## src/tlpj_pkg.sv

```systemverilog
package tlpj_pkg;

   // clock rate and derived timing
   localparam int unsigned CLK_HZ       = 100_000_000;
   localparam int unsigned NS_PER_CLK   = 1_000_000_000 / CLK_HZ;
   localparam int unsigned PULSE_NS     = 100;
   localparam int unsigned PULSE_CYC    = PULSE_NS / NS_PER_CLK;
   localparam int unsigned CLK_SPACE_US = 125;
   localparam int unsigned CLK_SPACE_CYC = CLK_SPACE_US * (CLK_HZ / 1_000_000);
   localparam int unsigned DATA_OFS_US  = 62;
   localparam int unsigned DATA_OFS_CYC = DATA_OFS_US * (CLK_HZ / 1_000_000);
   localparam int unsigned BURST_MS     = 2;
   localparam int unsigned NLP_MS       = 16;
   localparam int unsigned FLP_MS       = 16;
   localparam int unsigned JAB_ON_MS    = 85;
   localparam int unsigned JAB_OFF_MS   = 500;
   localparam int unsigned CYC_PER_MS   = CLK_HZ / 1000;
   localparam int unsigned NLP_CYC      = NLP_MS * CYC_PER_MS;
   localparam int unsigned FLP_CYC      = FLP_MS * CYC_PER_MS;
   localparam int unsigned JAB_ON_CYC   = JAB_ON_MS * CYC_PER_MS;
   localparam int unsigned JAB_OFF_CYC  = JAB_OFF_MS * CYC_PER_MS;
   // clock pulses in one burst: 2 ms / 125 us = 16 slots, 17 clock pulses
   localparam int unsigned BURST_CLKS   = (BURST_MS * 1000) / CLK_SPACE_US + 1;
   localparam int unsigned WORD_BITS    = 16;

   typedef enum logic [1:0] {
      TLPJ_IDLE  = 2'b00,
      TLPJ_NLP   = 2'b01,
      TLPJ_BURST = 2'b10,
      TLPJ_GAP   = 2'b11
   } tlpj_mode_t;

   // link pulse outputs
   typedef struct packed {
      logic pulse;    // pulse driven onto the pair
      logic is_clk;   // current pulse is a clock pulse, burst or normal link pulse
      logic is_data;  // current pulse is a burst data pulse
   } tlpj_pulse_t;

endpackage : tlpj_pkg
```

## src/tlpj_link_timer.sv

```systemverilog
`timescale 1ns/1ps
// Functional notes
// - jabber trips after 85 ms continuous transmit
// - jabber holds transmitter off, releases after 500 ms
// - idle link sends 100 ns pulse every 16 ms
// - burst clock and data pulses 100 ns wide
// - burst clock pulses spaced 125 us apart
// - one bit puts data pulse 62 us after clock
// - burst lasts 2 ms first to last pulse
// - new burst every 16 ms during negotiation
module tlpj_link_timer
   import tlpj_pkg::*;
#(
   parameter int unsigned NLP_PERIOD   = NLP_CYC,
   parameter int unsigned FLP_PERIOD   = FLP_CYC,
   parameter int unsigned JAB_ON       = JAB_ON_CYC,
   parameter int unsigned JAB_OFF      = JAB_OFF_CYC,
   parameter int unsigned CLK_SPACE    = CLK_SPACE_CYC,
   parameter int unsigned DATA_OFS     = DATA_OFS_CYC
) (
   input  wire logic                 i_mclk,
   input  wire logic                 i_reset,
   input  wire logic                 i_link_idle,
   input  wire logic                 i_an_enable,
   input  wire logic [WORD_BITS-1:0] i_an_word,
   input  wire logic                 i_tx_active,
   output tlpj_pulse_t               o_pulse,
   output logic                      o_burst_busy,
   output logic                      o_word_taken,
   output logic                      o_jabber,
   output logic                      o_tx_enable
);

   typedef struct packed {
      tlpj_mode_t       mode;
      logic [31:0]      per_cnt;    // period counter, nlp or burst interval
      logic [31:0]      slot_cnt;   // counter within one clock slot
      logic [4:0]       clk_idx;    // clock pulse index within burst
      logic [WORD_BITS-1:0] word;
      logic [7:0]       wid_cnt;    // remaining pulse width cycles
      logic             is_clk;
      logic             is_data;
      logic [31:0]      jab_cnt;
      logic             jabber;
      logic             taken;
   } tlpj_state_t;

   tlpj_state_t st_reg;
   tlpj_state_t st_next;

   localparam logic [7:0] WID = 8'(PULSE_CYC);

   // pulse counters, burst sequencer and jabber timer
   always_comb begin
      st_next       = st_reg;
      st_next.taken = 1'b0;
      // pulse width countdown
      if (st_reg.wid_cnt != 8'h00) begin
         st_next.wid_cnt = st_reg.wid_cnt - 8'h01;
      end else begin
         st_next.is_clk  = 1'b0;
         st_next.is_data = 1'b0;
      end
      unique case (st_reg.mode)
         TLPJ_IDLE: begin
            st_next.per_cnt = 32'h0;
            if (i_an_enable) begin
               st_next.mode = TLPJ_GAP;
               st_next.per_cnt = 32'(FLP_PERIOD - 1);
            end else if (i_link_idle) begin
               st_next.mode = TLPJ_NLP;
               st_next.per_cnt = 32'(NLP_PERIOD - 1);
            end
         end
         TLPJ_NLP: begin
            if (i_an_enable || !i_link_idle) begin
               st_next.mode = TLPJ_IDLE;
            end else if (st_reg.per_cnt == 32'(NLP_PERIOD - 1)) begin
               st_next.per_cnt = 32'h0;
               st_next.wid_cnt = WID - 8'h01;
               st_next.is_clk  = 1'b1;
            end else begin
               st_next.per_cnt = st_reg.per_cnt + 32'h1;
            end
         end
         TLPJ_GAP: begin
            if (!i_an_enable) begin
               st_next.mode = TLPJ_IDLE;
            end else if (st_reg.per_cnt == 32'(FLP_PERIOD - 1)) begin
               // burst start: first clock pulse, latch word
               st_next.mode     = TLPJ_BURST;
               st_next.per_cnt  = 32'h0;
               st_next.slot_cnt = 32'h0;
               st_next.clk_idx  = 5'h0;
               st_next.word     = i_an_word;
               st_next.taken    = 1'b1;
               st_next.wid_cnt  = WID - 8'h01;
               st_next.is_clk   = 1'b1;
            end else begin
               st_next.per_cnt = st_reg.per_cnt + 32'h1;
            end
         end
         TLPJ_BURST: begin
            st_next.per_cnt  = st_reg.per_cnt + 32'h1;
            st_next.slot_cnt = st_reg.slot_cnt + 32'h1;
            if (!i_an_enable) begin
               st_next.mode = TLPJ_IDLE;
            end else if (st_reg.slot_cnt == 32'(DATA_OFS - 1)
                         && st_reg.clk_idx != 5'(BURST_CLKS - 1)) begin
               // data slot: pulse only for a one bit
               if (st_reg.word[0]) begin
                  st_next.wid_cnt = WID - 8'h01;
                  st_next.is_data = 1'b1;
               end
            end else if (st_reg.slot_cnt == 32'(CLK_SPACE - 1)) begin
               st_next.slot_cnt = 32'h0;
               st_next.clk_idx  = st_reg.clk_idx + 5'h1;
               st_next.word     = {1'b0, st_reg.word[WORD_BITS-1:1]};
               st_next.wid_cnt  = WID - 8'h01;
               st_next.is_clk   = 1'b1;
               if (st_reg.clk_idx == 5'(BURST_CLKS - 2)) begin
                  st_next.mode = TLPJ_GAP;
               end
            end
         end
         default: st_next.mode = TLPJ_IDLE;
      endcase
      // jabber: count continuous transmit, then hold off
      if (st_reg.jabber) begin
         if (st_reg.jab_cnt == 32'(JAB_OFF - 1)) begin
            st_next.jabber  = 1'b0;
            st_next.jab_cnt = 32'h0;
         end else begin
            st_next.jab_cnt = st_reg.jab_cnt + 32'h1;
         end
      end else if (!i_tx_active) begin
         st_next.jab_cnt = 32'h0;
      end else if (st_reg.jab_cnt == 32'(JAB_ON - 1)) begin
         st_next.jabber  = 1'b1;
         st_next.jab_cnt = 32'h0;
      end else begin
         st_next.jab_cnt = st_reg.jab_cnt + 32'h1;
      end
   end

   // state register, cleared by reset
   always_ff @(posedge i_mclk or posedge i_reset) begin
      if (i_reset) begin
         st_reg <= '0;
      end else begin
         st_reg <= st_next;
      end
   end

   // outputs
   assign o_pulse.pulse   = st_reg.is_clk | st_reg.is_data;
   assign o_pulse.is_clk  = st_reg.is_clk;
   assign o_pulse.is_data = st_reg.is_data;
   assign o_burst_busy    = (st_reg.mode == TLPJ_BURST);
   assign o_word_taken    = st_reg.taken;
   assign o_jabber        = st_reg.jabber;
   assign o_tx_enable     = ~st_reg.jabber;

   // pulse lasts exactly ten cycles, split in two runs to keep unrolling small
   a_pulse_width: assert property (@(posedge i_mclk) disable iff (i_reset)
      $rose(o_pulse.pulse) |-> o_pulse.pulse [*5]
      ##1 o_pulse.pulse [*5] ##1 !o_pulse.pulse)
      else $error("link pulse width wrong");
   // normal pulses only start when the period count expires
   a_nlp_spacing: assert property (@(posedge i_mclk) disable iff (i_reset)
      (st_reg.mode == TLPJ_NLP && $rose(o_pulse.is_clk))
      |-> $past(st_reg.per_cnt) == 32'(NLP_PERIOD - 1))
      else $error("normal pulse issued off its period");
   a_zero_empty: assert property (@(posedge i_mclk) disable iff (i_reset)
      (st_reg.mode == TLPJ_BURST && st_reg.slot_cnt == 32'(DATA_OFS - 1)
       && !st_reg.word[0]) |=> !o_pulse.is_data)
      else $error("data pulse sent for zero bit");
   a_one_data: assert property (@(posedge i_mclk) disable iff (i_reset)
      (st_reg.mode == TLPJ_BURST && i_an_enable
       && st_reg.slot_cnt == 32'(DATA_OFS - 1)
       && st_reg.clk_idx != 5'(BURST_CLKS - 1) && st_reg.word[0])
      |=> $rose(o_pulse.is_data))
      else $error("data pulse missing for one bit");
   a_clk_space: assert property (@(posedge i_mclk) disable iff (i_reset)
      (o_burst_busy && i_an_enable && st_reg.slot_cnt == 32'(CLK_SPACE - 1))
      |=> $rose(o_pulse.is_clk) && st_reg.slot_cnt == 32'h0)
      else $error("clock pulse spacing wrong");
   a_burst_end: assert property (@(posedge i_mclk) disable iff (i_reset)
      $fell(o_burst_busy) && i_an_enable |-> st_reg.clk_idx
      == 5'(BURST_CLKS - 1)
      && st_reg.per_cnt == 32'((BURST_CLKS - 1) * CLK_SPACE))
      else $error("burst length wrong");
   a_jab_trip: assert property (@(posedge i_mclk) disable iff (i_reset)
      (!o_jabber && i_tx_active && st_reg.jab_cnt == 32'(JAB_ON - 1))
      |=> o_jabber && !o_tx_enable)
      else $error("jabber did not trip");
   a_jab_hold: assert property (@(posedge i_mclk) disable iff (i_reset)
      $rose(o_jabber) |-> !o_tx_enable [*8])
      else $error("transmitter not held off");
   // no transmit activity means jabber can never trip
   a_jab_quiet: assert property (@(posedge i_mclk) disable iff (i_reset)
      (!o_jabber && !i_tx_active) |=> !o_jabber)
      else $error("jabber tripped without transmit");
   // hold-off ends when its count expires, transmitter comes back
   a_jab_clear: assert property (@(posedge i_mclk) disable iff (i_reset)
      (o_jabber && st_reg.jab_cnt == 32'(JAB_OFF - 1))
      |=> !o_jabber && o_tx_enable)
      else $error("jabber not released");
   // bursts start one full burst period apart
   a_burst_gap: assert property (@(posedge i_mclk) disable iff (i_reset)
      $rose(o_burst_busy)
      |-> $past(st_reg.per_cnt) == 32'(FLP_PERIOD - 1))
      else $error("burst period wrong");
   // a burst opens with a clock pulse and takes the word
   a_word_latch: assert property (@(posedge i_mclk) disable iff (i_reset)
      $rose(o_burst_busy)
      |-> o_word_taken && o_pulse.is_clk)
      else $error("burst start without word or clock");
   // idle mode never launches a pulse
   a_idle_quiet: assert property (@(posedge i_mclk) disable iff (i_reset)
      (st_reg.mode == TLPJ_IDLE && !o_pulse.pulse)
      |=> !o_pulse.pulse)
      else $error("pulse launched from idle");

endmodule : tlpj_link_timer

```

## config.mk

```make
export PLATFORM = sky130hd
export DESIGN_NAME = tlpj_link_timer
export DESIGN_NICKNAME = d
export VERILOG_FILES = /design/src/tlpj_pkg.sv /design/src/tlpj_link_timer.sv
export SDC_FILE = /design/constraint.sdc
export NUM_CORES = 1
export LEC_CHECK = 0
export ABC_AREA = 1
export BUFFER_PORTS_ARGS = -buffer_cell sky130_fd_sc_hd__buf_4
export CAP_MARGIN = 0
export CELL_PAD_IN_SITES_DETAIL_PLACEMENT = 1
export CELL_PAD_IN_SITES_GLOBAL_PLACEMENT = 2
export CORE_AREA = 2 2 157 159
export CTS_BUF_LIST = sky130_fd_sc_hd__clkbuf_4 sky130_fd_sc_hd__clkbuf_8 sky130_fd_sc_hd__clkbuf_16
export DETAILED_ROUTE_END_ITERATION = 16
export DIE_AREA = 0 0 159 161
export PLACE_DENSITY = 0.88
export SLEW_MARGIN = 20
export SYNTH_ARGS = -nofsm -noshare
export SYNTH_HDL_FRONTEND = slang
export SYNTH_SLANG_ARGS = --single-unit
```

## constraint.sdc

```tcl
create_clock -name i_mclk -period 4.84 [get_ports i_mclk]
set_input_delay 0.726 -clock i_mclk [delete_from_list [all_inputs] [get_ports i_mclk]]
set_output_delay 0.726 -clock i_mclk [all_outputs]
set_load 0.02 [all_outputs]
```

Yosys cells after proc, flatten, opt, wreduce, memory -nomap -nowiden
Cells that the tools add are included.

storage, ports and cells
  bits of input ports = 21
  output and inout port bits = 7
  flip-flop bits (word level) = 131
  bits in read-only memories = 0
  latch bits = 0
  RAM bits = 0
  memories kept = 0
  word-level logic and storage cells = 89

operators by class
  divide/modulo/power cells = 0
  order comparisons = 0
  add/sub/neg operators = 5
  shift-type cells = 0
  reduce and logical (&&, ||, !) cells = 10
  bitwise logic cells = 2
  mux-type cells = 39
  multiply operators = 0
  eq/ne operators = 22

operators by type and width
  cell                     count
  $mux W32                 5
  $pmux W34 S4             1
  $mux W62                 2
  $pmux W53 S2             1
  $add A32 B1 Y32 const B  3
  $mux W94                 1
  $mux W34                 2
  $mux W63                 1
  $mux W53                 1
  $mux W33                 1
  $eq A32 B13 Y1 const B   1
  $eq A32 B14 Y1 const B   1
  $eq A32 B21 Y1 const B   1
  $eq A32 B24 Y1 const B   1
  $eq A32 B26 Y1 const B   1
  $pmux W9 S3              1
  $mux W8                  3
  $mux W9                  2
  $mux W2                  8
  $ne A2 B2 Y1 const B     6
  $reduce_and A6 Y1        2
  $mux W1                  10
  $ne A3 B3 Y1 const B     3
  $reduce_bool A8 Y1       1
  17 further kinds         19

Depth between registers and ports, before layout
Gate-level depths: netlist of run 1.

  depth in word-level cells = 6
  gate-level depth with buffers = 13
  depth with buffers taken out = 12

Worst setup path before layout of run 1
Ideal clock, no wire load.

  path type = flip-flop to output port
  start = register st_reg[130] (netlist bit)
  end = output port o_burst_busy
  path buffers = 1
  setup slack = 2977 ps
  data required time = 4114 ps
  stages on the path, launching flop included = 4
  arrival time = 1137 ps
  cells stage by stage = dfrtp_1 > inv_2 > nor2_4 > clkbuf_1

between the ends
  longest elaborated chain between the ends = 1

RTL lines
  item                    line                    RTL
  start, declared         tlpj_link_timer.sv:48   tlpj_state_t st_reg;
  start signal, assigned  tlpj_link_timer.sv:151  st_reg <= st_next;
  $eq A2 B2 Y1            tlpj_link_timer.sv:159  assign o_burst_busy = (st_reg.mode == TLPJ_BURST);
  end, declared           tlpj_link_timer.sv:28   output logic o_burst_busy,

No other way between the ends.

Final worst setup path of run 1
  start = register st_reg[98] (netlist bit)
  end = register st_reg[44] (netlist bit)

between the ends
  longest elaborated chain between the ends = 3

RTL lines
  item                         line                   RTL
  $eq A32 B21 Y1               tlpj_link_timer.sv:89  end else if (st_reg.per_cnt == 32'(FLP_PERIOD - 1)) begin
  $ne A2 B2 Y1 (no line)       n/a
  $reduce_and A6 Y1 (no line)  n/a

No other way between the ends.
A chain may end at the register's enable or synchronous reset.

==> flow_summary.yaml, run 1 <==
cells_and_area:
  area_delta_synth_final_pct: 13.1
  layout.nets: 1278
  largest_register_ffs: 127
  fin_area_mm2: 0.00958
  antenna_cells: 0
  final_layout_size_suffix_gt1_frac: 0.105
grt:
  grt_pass1_wl_um: 42500
  grtUsageMet2: 0.348
  antenna_found_initial: 0
  grt_start_max_net_pins: 67
  top_usage_layer: "met2"
  globalRouteMet1Util: 0.269
  grt_use_met3: 0.0252
  grt_pass1_vias: 8373
  gr-total-overflow: 0
  grt_usage: 0.203
setup_path:
  critical_path_class: "reg -> reg"
  critPathTopFamily: "simple AND/OR/NAND/NOR gates"
  path_cells: "ha_1 -> inv_2 -> nor2_8 -> nand2_4 -> nor2_4 -> nand3_4 -> o21ai_4 -> nand2_1 -> nand2_1 -> nand2_1"
  slowest_delay_ns: 0.66
  crit_path_frequent_cell: "nand2_1"
  worstPathMaxFanout: 25
  path_buf_inv: 1
  arrival_ns: 3.15
  crit_slowest_cell: "nand2_1"
  start_kind: "register"
  cp.required_ns: 5.15
  critPathCaptureType: "register"
detailed_routing:
  vias_per_cell: 5.07
  totalWireLength_um: 24900
  vias: 8037
  drc: 0
  dr.pass1.iters: 4
  drt_iter0_markers: 356
  drt.antenna.violating_nets: 0
  wl_per_cell_um: 15.7
sta:
  rsz0062_at_grt: "no"
  post-route-min-period_ns: 2.84
  finalMaxSlewViolations: 0
  report.final.hold_viol_count: 0
  max_freq_ghz: 0.352
  setup_viol: 0
  clock_skew_ns: 0.0179
  worst_slew_pin_slew_ns: 1.05
  fin_crit_sh: 0.586
  final.setup.tns_ns: 0
  slew_headroom: 0.299
yosys:
  ys_top_cells_by_count: "351 x nand2_1, 186 x nor2_1, 131 x dfrtp_1"
  synth-warning-count: 0
  synth_top_area_frac: 0.387
  synth_area_leaders: "dfrtp_1 39%, nand2_1 16%, nor2_1 8.2%"
  synthesis.nets: 1256
  synth.largest_area_cell: "dfrtp_1"
  ys_seq_elements: 131
  yosysMostFrequentCell: "nand2_1"
  synth_edf_count: 0
  ys_types: 45
  syn_avg_cell_area_um2: 6.91
  syn_inst: 1227
  ys_seq_area_frac: 0.387
  async_flop_share: 1.00
  syn_area_mm2: 0.00847
  synthFlopType: "dfrtp_1"
clocking:
  clockRootBuffer: "clkbuf_16"
  tritoncts: "built"
  htree_levels: 4
  clock-sinks: 131
  cts-resized-gates: 0
  clk_pin_slew_ns: 0.07
  post_cts_buffers: 0
  insertion_delay_ns: 0.43
  cts_buffer_depth: 2
  numCtsBuffers: 17
  cts_hold_buf: 0
job:
  drv_cap: 0
die:
  num_rows: 57
  initial_core_util: 0.354
  ios: 28
  core_mm2: 0.0240
  dieHeight_um: 161
  die_w_um: 159
  die_area_mm2: 0.0256
pwr:
  power.leakage_nw: 4.51
  p_per_area_mw_per_mm2: 444
  irDropWorstVdd_mv: 0.281
placed_design:
  port_buffers: 27
  postPlaceCellArea_mm2: 0.00896
  dp_hpwl_um: 18100
  gp_routability_congestion: 0.868
run_status:
  outcome: "finished, final reports clean"
min_path:
  hold_class: "in -> async"
layer usage:
metal | share of wire | wire length (um) | up-vias
met1 | 0.47 | 11700 | 3959
li1 | - | - | 3950
met3 | 0.023 | 582 | 34
met5 | 0 | 0 | -
met2 | 0.49 | 12200 | 94
met4 | 0.019 | 463 | 0
cells in the final DEF (no fill, tap or decap), drive strengths merged, types with 9 or more instances in the layout:
master  count
nand2     370
nor2      199
inv       153
dfrtp     131
nand3     103
nand4      53
nor3       45
xor2       45
o21ai      32
buf        30
clkbuf     21
or2        11
a21oi       9
kinds of logic (layout without fill, tap and decap cells):
kind of cell	after synthesis	after routing	synth area share
simple gates	796	796	0.420
buf+inv	179	214	0.0855
flops	131	131	0.387
compound gates	61	61	0.0424
xor+xnor	52	52	0.0538
fa+ha+maj	8	8	0.0118
power by group:
part	switching, mW	internal, mW	leakage, nW
Clock	0.533	0.861	0.303
Combinational	0.897	0.418	2.44
Sequential	0.256	1.29	1.77
layout make-up:
| cell class | instances | area (um2) |
|---|---|---|
| timing repair buffer | 30 | 225 |
| fill | 3087 | 14400 |
| tap | 324 | 405 |
| multi-input combinational | 917 | 4470 |
| clock buffer | 21 | 474 |
| clock inverter | 11 | 150 |
| sequential | 131 | 3280 |
| inverter | 152 | 578 |
worst paths after layout:
check,endpoint,slack [ns],startpoint,cells after the start
setup / recovery,st_reg[44],2.00,st_reg[98],10
min in group i_mclk,st_reg[51],0.49,st_reg[51],2
max in group asynchronous,st_reg[68],3.39,i_reset,3
hold reg to reg,st_reg[51],0.49,st_reg[51],2
setup reg to reg,st_reg[44],2.00,st_reg[98],10
hold / removal,st_reg[91],0.41,i_reset,2
stage by stage:
stage                     std cells  total power, mW  hold slack (ns)   util  setup WS (ns)
final                          1586             4.26            0.408  0.400           2.00
after floorplan                1227             2.53            0.442      -          0.616
after CTS                      1586             4.33            0.419  0.400           1.95
after detailed placement       1554             2.90            0.471  0.374           1.85
after global placement         1554             2.84            0.460  0.374           1.96
after global routing           1586             4.58            0.462  0.400           1.69
worst register-to-register path, stage by stage (launching register included):
cell and delay [ns]:
dfrtp_1 0.37, ha_1 0.20, inv_2 0.08, nor2_8 0.17
nand2_4 0.09, nor2_4 0.15, nand3_4 0.12, o21ai_4 0.58
nand2_1 0.67, nand2_1 0.23, nand2_1 0.07
Power figures use the tool's default switching activity.
==> run 2, diff against run 1 <==
--- a/config.mk
+++ b/config.mk
@@ -10,11 +10,11 @@
 export CAP_MARGIN = 0
 export CELL_PAD_IN_SITES_DETAIL_PLACEMENT = 1
 export CELL_PAD_IN_SITES_GLOBAL_PLACEMENT = 2
-export CORE_AREA = 2 2 157 159
+export CORE_AREA = 2 2 164 166
 export CTS_BUF_LIST = sky130_fd_sc_hd__clkbuf_4 sky130_fd_sc_hd__clkbuf_8 sky130_fd_sc_hd__clkbuf_16
 export DETAILED_ROUTE_END_ITERATION = 16
-export DIE_AREA = 0 0 159 161
-export PLACE_DENSITY = 0.88
+export DIE_AREA = 0 0 166 168
+export PLACE_DENSITY = 0.86
 export SLEW_MARGIN = 20
 export SYNTH_ARGS = -nofsm -noshare
 export SYNTH_HDL_FRONTEND = slang
==> constraint.sdc (replaced) <==
create_clock -name i_mclk -period 2.5 [get_ports i_mclk]
set_input_delay 0.375 -clock i_mclk [delete_from_list [all_inputs] [get_ports i_mclk]]
set_output_delay 0.375 -clock i_mclk [all_outputs]
set_load 0.02 [all_outputs]
==> flow_summary.yaml, run 2 (same netlist as run 1, synthesis figures left out) <==
cells_and_area:
  largest_register_ffs: 127
  antenna_cells: 0
  final_layout_size_suffix_gt1_frac: 0.116
  fin_area_mm2: 0.00973
  layout_commonest_cell: "nand2_1"
  area_delta_synth_final_pct: 14.9
  stdcell_count: 1620
  layout.nets: 1295
  final_cell_mix: "351 x nand2_1, 186 x nor2_1, 131 x dfrtp_1, 127 x inv_1, 100 x nand3_1"
detailed_routing:
  dr.pass1.iters: 4
  vias: 7969
  vias_per_cell: 4.92
  drc: 0
  drt_iter0_markers: 351
  totalWireLength_um: 25100
  wl_per_cell_um: 15.5
  drt.antenna.violating_nets: 0
placed_design:
  port_buffers: 27
  dp_cells: 1588
  gp_routability_congestion: 0.868
  postPlaceCellArea_mm2: 0.00913
  dp_hpwl_um: 18900
  place_ws_ns: 0.384
sta:
  max_freq_ghz: 0.462
  fin_hold_ws_ns: 0.0911
  finalMaxSlewViolations: 0
  clock_skew_ns: 0.0135
  report.final.hold_viol_count: 0
  worst_slew_pin_slew_ns: 0.792
  final.setup.tns_ns: 0
  fin_crit_sh: 0.865
  slew_headroom: 0.471
  post-route-min-period_ns: 2.16
  setup_viol: 0
  rsz0062_at_grt: "no"
  fin_ws_ns: 0.337
pwr:
  irDropWorstVdd_mv: 0.407
  power.leakage_nw: 4.59
  p_per_area_mw_per_mm2: 849
clocking:
  clock-sinks: 131
  cts_buffer_depth: 2
  tritoncts: "built"
  cts-resized-gates: 0
  numCtsBuffers: 17
  post_cts_buffers: 0
  insertion_delay_ns: 0.43
  clk_pin_slew_ns: 0.06
  clockRootBuffer: "clkbuf_16"
  cts_hold_buf: 0
  htree_levels: 4
setup_path:
  r2r_cells: 10
  start_kind: "register"
  critical_path_class: "reg -> out"
  cp.required_ns: 2.12
  critPathCaptureType: "primary output"
  worstPathMaxFanout: 32
  arrival_ns: 1.79
die:
  initial_core_util: 0.322
  dieHeight_um: 168
  ios: 28
  die_w_um: 166
  num_rows: 60
  die_area_mm2: 0.0279
  core_mm2: 0.0264
min_path:
  hold_class: "in -> async"
job:
  drv_cap: 0
grt:
  gr-total-overflow: 0
  grt_usage: 0.189
  grt_start_max_net_pins: 34
  grt_pass1_wl_um: 43100
  grt_pass1_vias: 8397
  antenna_found_initial: 0
run_status:
  outcome: "finished, final reports clean"
[run 2: cell types whose count changed in the layout (fill, tap and decap cells not counted), sizes merged]
| cell | change |
|---|---|
| bufinv | -1 |
| buf | +17 |
| clkinv | +1 |
| inv | -2 |
| clkinvlp | +2 |
[run 2: final cells by class]
cell class / count / area (um2)
Sequential cell: 131 / 3280
Multi-Input combinational cell: 917 / 4470
Clock inverter: 11 / 128
Timing Repair Buffer: 47 / 378
Tap cell: 341 / 427
Fill cell: 3319 / 16600
Inverter: 152 / 577
Clock buffer: 21 / 474
[run 2: power breakdown]
group	leakage, nW	internal (mW)	switching (mW)
clock	0.289	1.56	1.04
combinational	2.53	0.869	1.77
sequential	1.77	2.51	0.513
total	4.59	4.94	3.32
[run 2: metal layers]
| metal | vias to the layer above | wire, um | part of all wire | GRT usage |
|---|---|---|---|---|
| li1 | 3980 | - | - | - |
| met5 | - | 0 | 0 | 0 |
| met2 | 63 | 12300 | 0.49 | 0.327 |
| met4 | 0 | 292 | 0.012 | 0.0473 |
| met3 | 24 | 558 | 0.022 | 0.0254 |
| met1 | 3902 | 12000 | 0.48 | 0.251 |
[run 2: worst max-delay path, stage by stage, from the launching register on]
cell,delay [ns]
dfrtp_1,0.51
inv_2,0.11
nor2_4,0.11
buf_4,0.39
buf_4,0.22
[run 2: per-stage QoR]
step / util / total power, mW
2_1_floorplan: - / 4.91
3_3_place_gp: 0.346 / 5.62
3_5_place_dp: 0.346 / 5.71
4_1_cts: 0.369 / 8.37
5_1_grt: 0.369 / 8.86
6_report: 0.369 / 8.26
[run 2: worst paths after layout]
| kind | slack [ns] | endpoint | start |
|---|---|---|---|
| worst max-delay path | 0.34 | o_burst_busy | st_reg[130] |
| worst min-delay path | 0.09 | st_reg[32] | i_reset |
| worst max register to register | 0.39 | st_reg[38] | st_reg[90] |
| worst min register to register | 0.49 | st_reg[46] | st_reg[46] |
| max in group asynchronous | 1.70 | st_reg[73] | i_reset |
| min in group i_mclk | 0.15 | st_reg[59] | i_an_word[15] |
==> run 3, diff against run 2 <==
--- a/config.mk
+++ b/config.mk
@@ -14,7 +14,9 @@
 export CTS_BUF_LIST = sky130_fd_sc_hd__clkbuf_4 sky130_fd_sc_hd__clkbuf_8 sky130_fd_sc_hd__clkbuf_16
 export DETAILED_ROUTE_END_ITERATION = 16
 export DIE_AREA = 0 0 166 168
+export GPL_TIMING_DRIVEN = 0
 export PLACE_DENSITY = 0.86
+export RECOVER_POWER = 50
 export SLEW_MARGIN = 20
 export SYNTH_ARGS = -nofsm -noshare
 export SYNTH_HDL_FRONTEND = slang
==> flow_summary.yaml, run 3 (same netlist as run 1, synthesis figures left out) <==
run_status:
  outcome: "finished, final reports clean"
sta:
  fin_ws_ns: 0.340
  clock_skew_ns: 0.0137
  finalMaxSlewViolations: 0
  slew_headroom: 0.269
  worst_slew_pin_slew_ns: 1.09
  final.setup.tns_ns: 0
  setup_viol: 0
  post-route-min-period_ns: 2.16
  report.final.hold_viol_count: 0
  max_freq_ghz: 0.463
  rsz0062_at_grt: "no"
  fin_crit_sh: 0.864
detailed_routing:
  totalWireLength_um: 25300
  dr.pass1.iters: 5
  wl_met1_um: 11900
  drt_iter0_markers: 398
  vias: 8112
  vias_per_cell: 4.98
  drt.antenna.violating_nets: 0
  wl_per_cell_um: 15.5
  top_layer: "met4"
  drc: 0
  wl_met3_um: 767
  wl_met2_um: 12200
grt:
  grt_pass1_vias: 8492
  gr-total-overflow: 0
  antenna_found_initial: 0
  grt_usage: 0.190
  grt_start_max_net_pins: 31
  grt_pass1_wl_um: 42900
clocking:
  numCtsBuffers: 17
  clock-sinks: 131
  htree_levels: 4
  cts-resized-gates: 0
  cts_hold_buf: 0
  cts_buffer_depth: 2
  tritoncts: "built"
  insertion_delay_ns: 0.44
  clk_pin_slew_ns: 0.07
  post_cts_buffers: 0
  clockRootBuffer: "clkbuf_16"
setup_path:
  crit_start: "st_reg[65]"
  critical_path_class: "reg -> reg"
  crit_path_frequent_cell: "nor2_1"
  worstReg2RegStart: "st_reg[65]"
  slowest_delay_ns: 0.41
  crit_slowest_cell: "dfrtp_1"
  critPathCaptureType: "register"
  path_buf_inv: 0
  path_cells: "ha_1 -> nand4_1 -> nor2_1 -> nand2_1 -> nor2_4 -> nand2_4 -> nand2_1 -> nor2_1 -> nor2_1 -> nor2_1"
  start_kind: "register"
  worstPathMaxFanout: 8
  arrival_ns: 2.45
  cp.required_ns: 2.79
  r2r_slack_ns: 0.34
  r2r_cells: 10
  r2r_end: "st_reg[43]"
  critPathTopFamily: "simple AND/OR/NAND/NOR gates"
job:
  drv_cap: 0
die:
  initial_core_util: 0.322
  die_w_um: 166
  die_area_mm2: 0.0279
  ios: 28
  dieHeight_um: 168
  num_rows: 60
  core_mm2: 0.0264
cells_and_area:
  layout.nets: 1305
  final_layout_size_suffix_gt1_frac: 0.116
  largest_register_ffs: 127
  fin_util: 0.371
  area_delta_synth_final_pct: 15.4
  final_cell_mix: "351 x nand2_1, 187 x nor2_1, 131 x dfrtp_1, 127 x inv_1, 100 x nand3_1"
  layout_commonest_cell: "nand2_1"
  fin_area_mm2: 0.00978
  antenna_cells: 0
pwr:
  finalPower_mw: 8.49
  irDropWorstVdd_mv: 0.461
  p_per_area_mw_per_mm2: 868
  power.leakage_nw: 4.61
placed_design:
  postPlaceCellArea_mm2: 0.00919
  gp_routability_congestion: 0.842
  place_ws_ns: 0.307
  port_buffers: 27
  dp_hpwl_um: 19100
min_path:
  hold_class: "in -> async"
[run 3: cell types whose count changed in the layout (fill, tap and decap cells not counted), sizes merged]
cell / change
buf: -1
bufinv: +2
clkbuf: +8
clkinv: -1
clkinvlp: -1
inv: +3
[run 3: per-layer routing]
| layer | GRT usage | up-vias |
|---|---|---|
| met3 | 0.0301 | 30 |
| met1 | 0.248 | 3950 |
| met5 | 0 | - |
| li1 | - | 4014 |
| met2 | 0.328 | 118 |
| met4 | 0.0499 | 0 |
[run 3: worst max path at each step]
stage / endpoint / slack (ns) / depth (start not counted)
finish: st_reg[43] / 0.34 / 10
global route: st_reg[42] / 0.15 / 10
CTS: st_reg[43] / 0.30 / 10
detailed placement: st_reg[37] / 0.31 / 10
global placement: st_reg[53] / -0.63 / 2
floorplan: o_jabber / 0.50 / 1
[run 3: worst register-to-register path, cell delays in order, from the launching register on]
cell and delay, ns:
dfrtp_1 0.41, ha_1 0.25, nand4_1 0.12, nor2_1 0.11, nand2_1 0.12, nor2_4 0.28
nand2_4 0.12, nand2_1 0.09, nor2_1 0.04, nor2_1 0.40, nor2_1 0.08
[run 3: where the power goes]
part | switching (mW) | internal [mW]
Sequential | 0.481 | 2.51
Clock | 1.08 | 1.70
Combinational | 1.81 | 0.910
Total | 3.38 | 5.11
[run 3: through the flow]
stage / std cells / hold WS (ns)
3_5_place_dp: 1599 / 0.466
4_1_cts: 1630 / 0.00316
5_1_grt: 1630 / 0.186
3_3_place_gp: 1595 / 0.463
2_1_floorplan: 1227 / 0.442
6_report: 1630 / 0.144
[run 3: cell type report]
| type | instances | area (um2) |
|---|---|---|
| buffer | 26 | 148 |
| clock buffer | 18 | 433 |
| clock inverter | 14 | 201 |
| fill | 3400 | 16600 |
| inverter | 152 | 574 |
| multi-input combinational | 917 | 4470 |
| sequential | 131 | 3280 |
| tap | 341 | 427 |
| timing repair buffer | 31 | 248 |
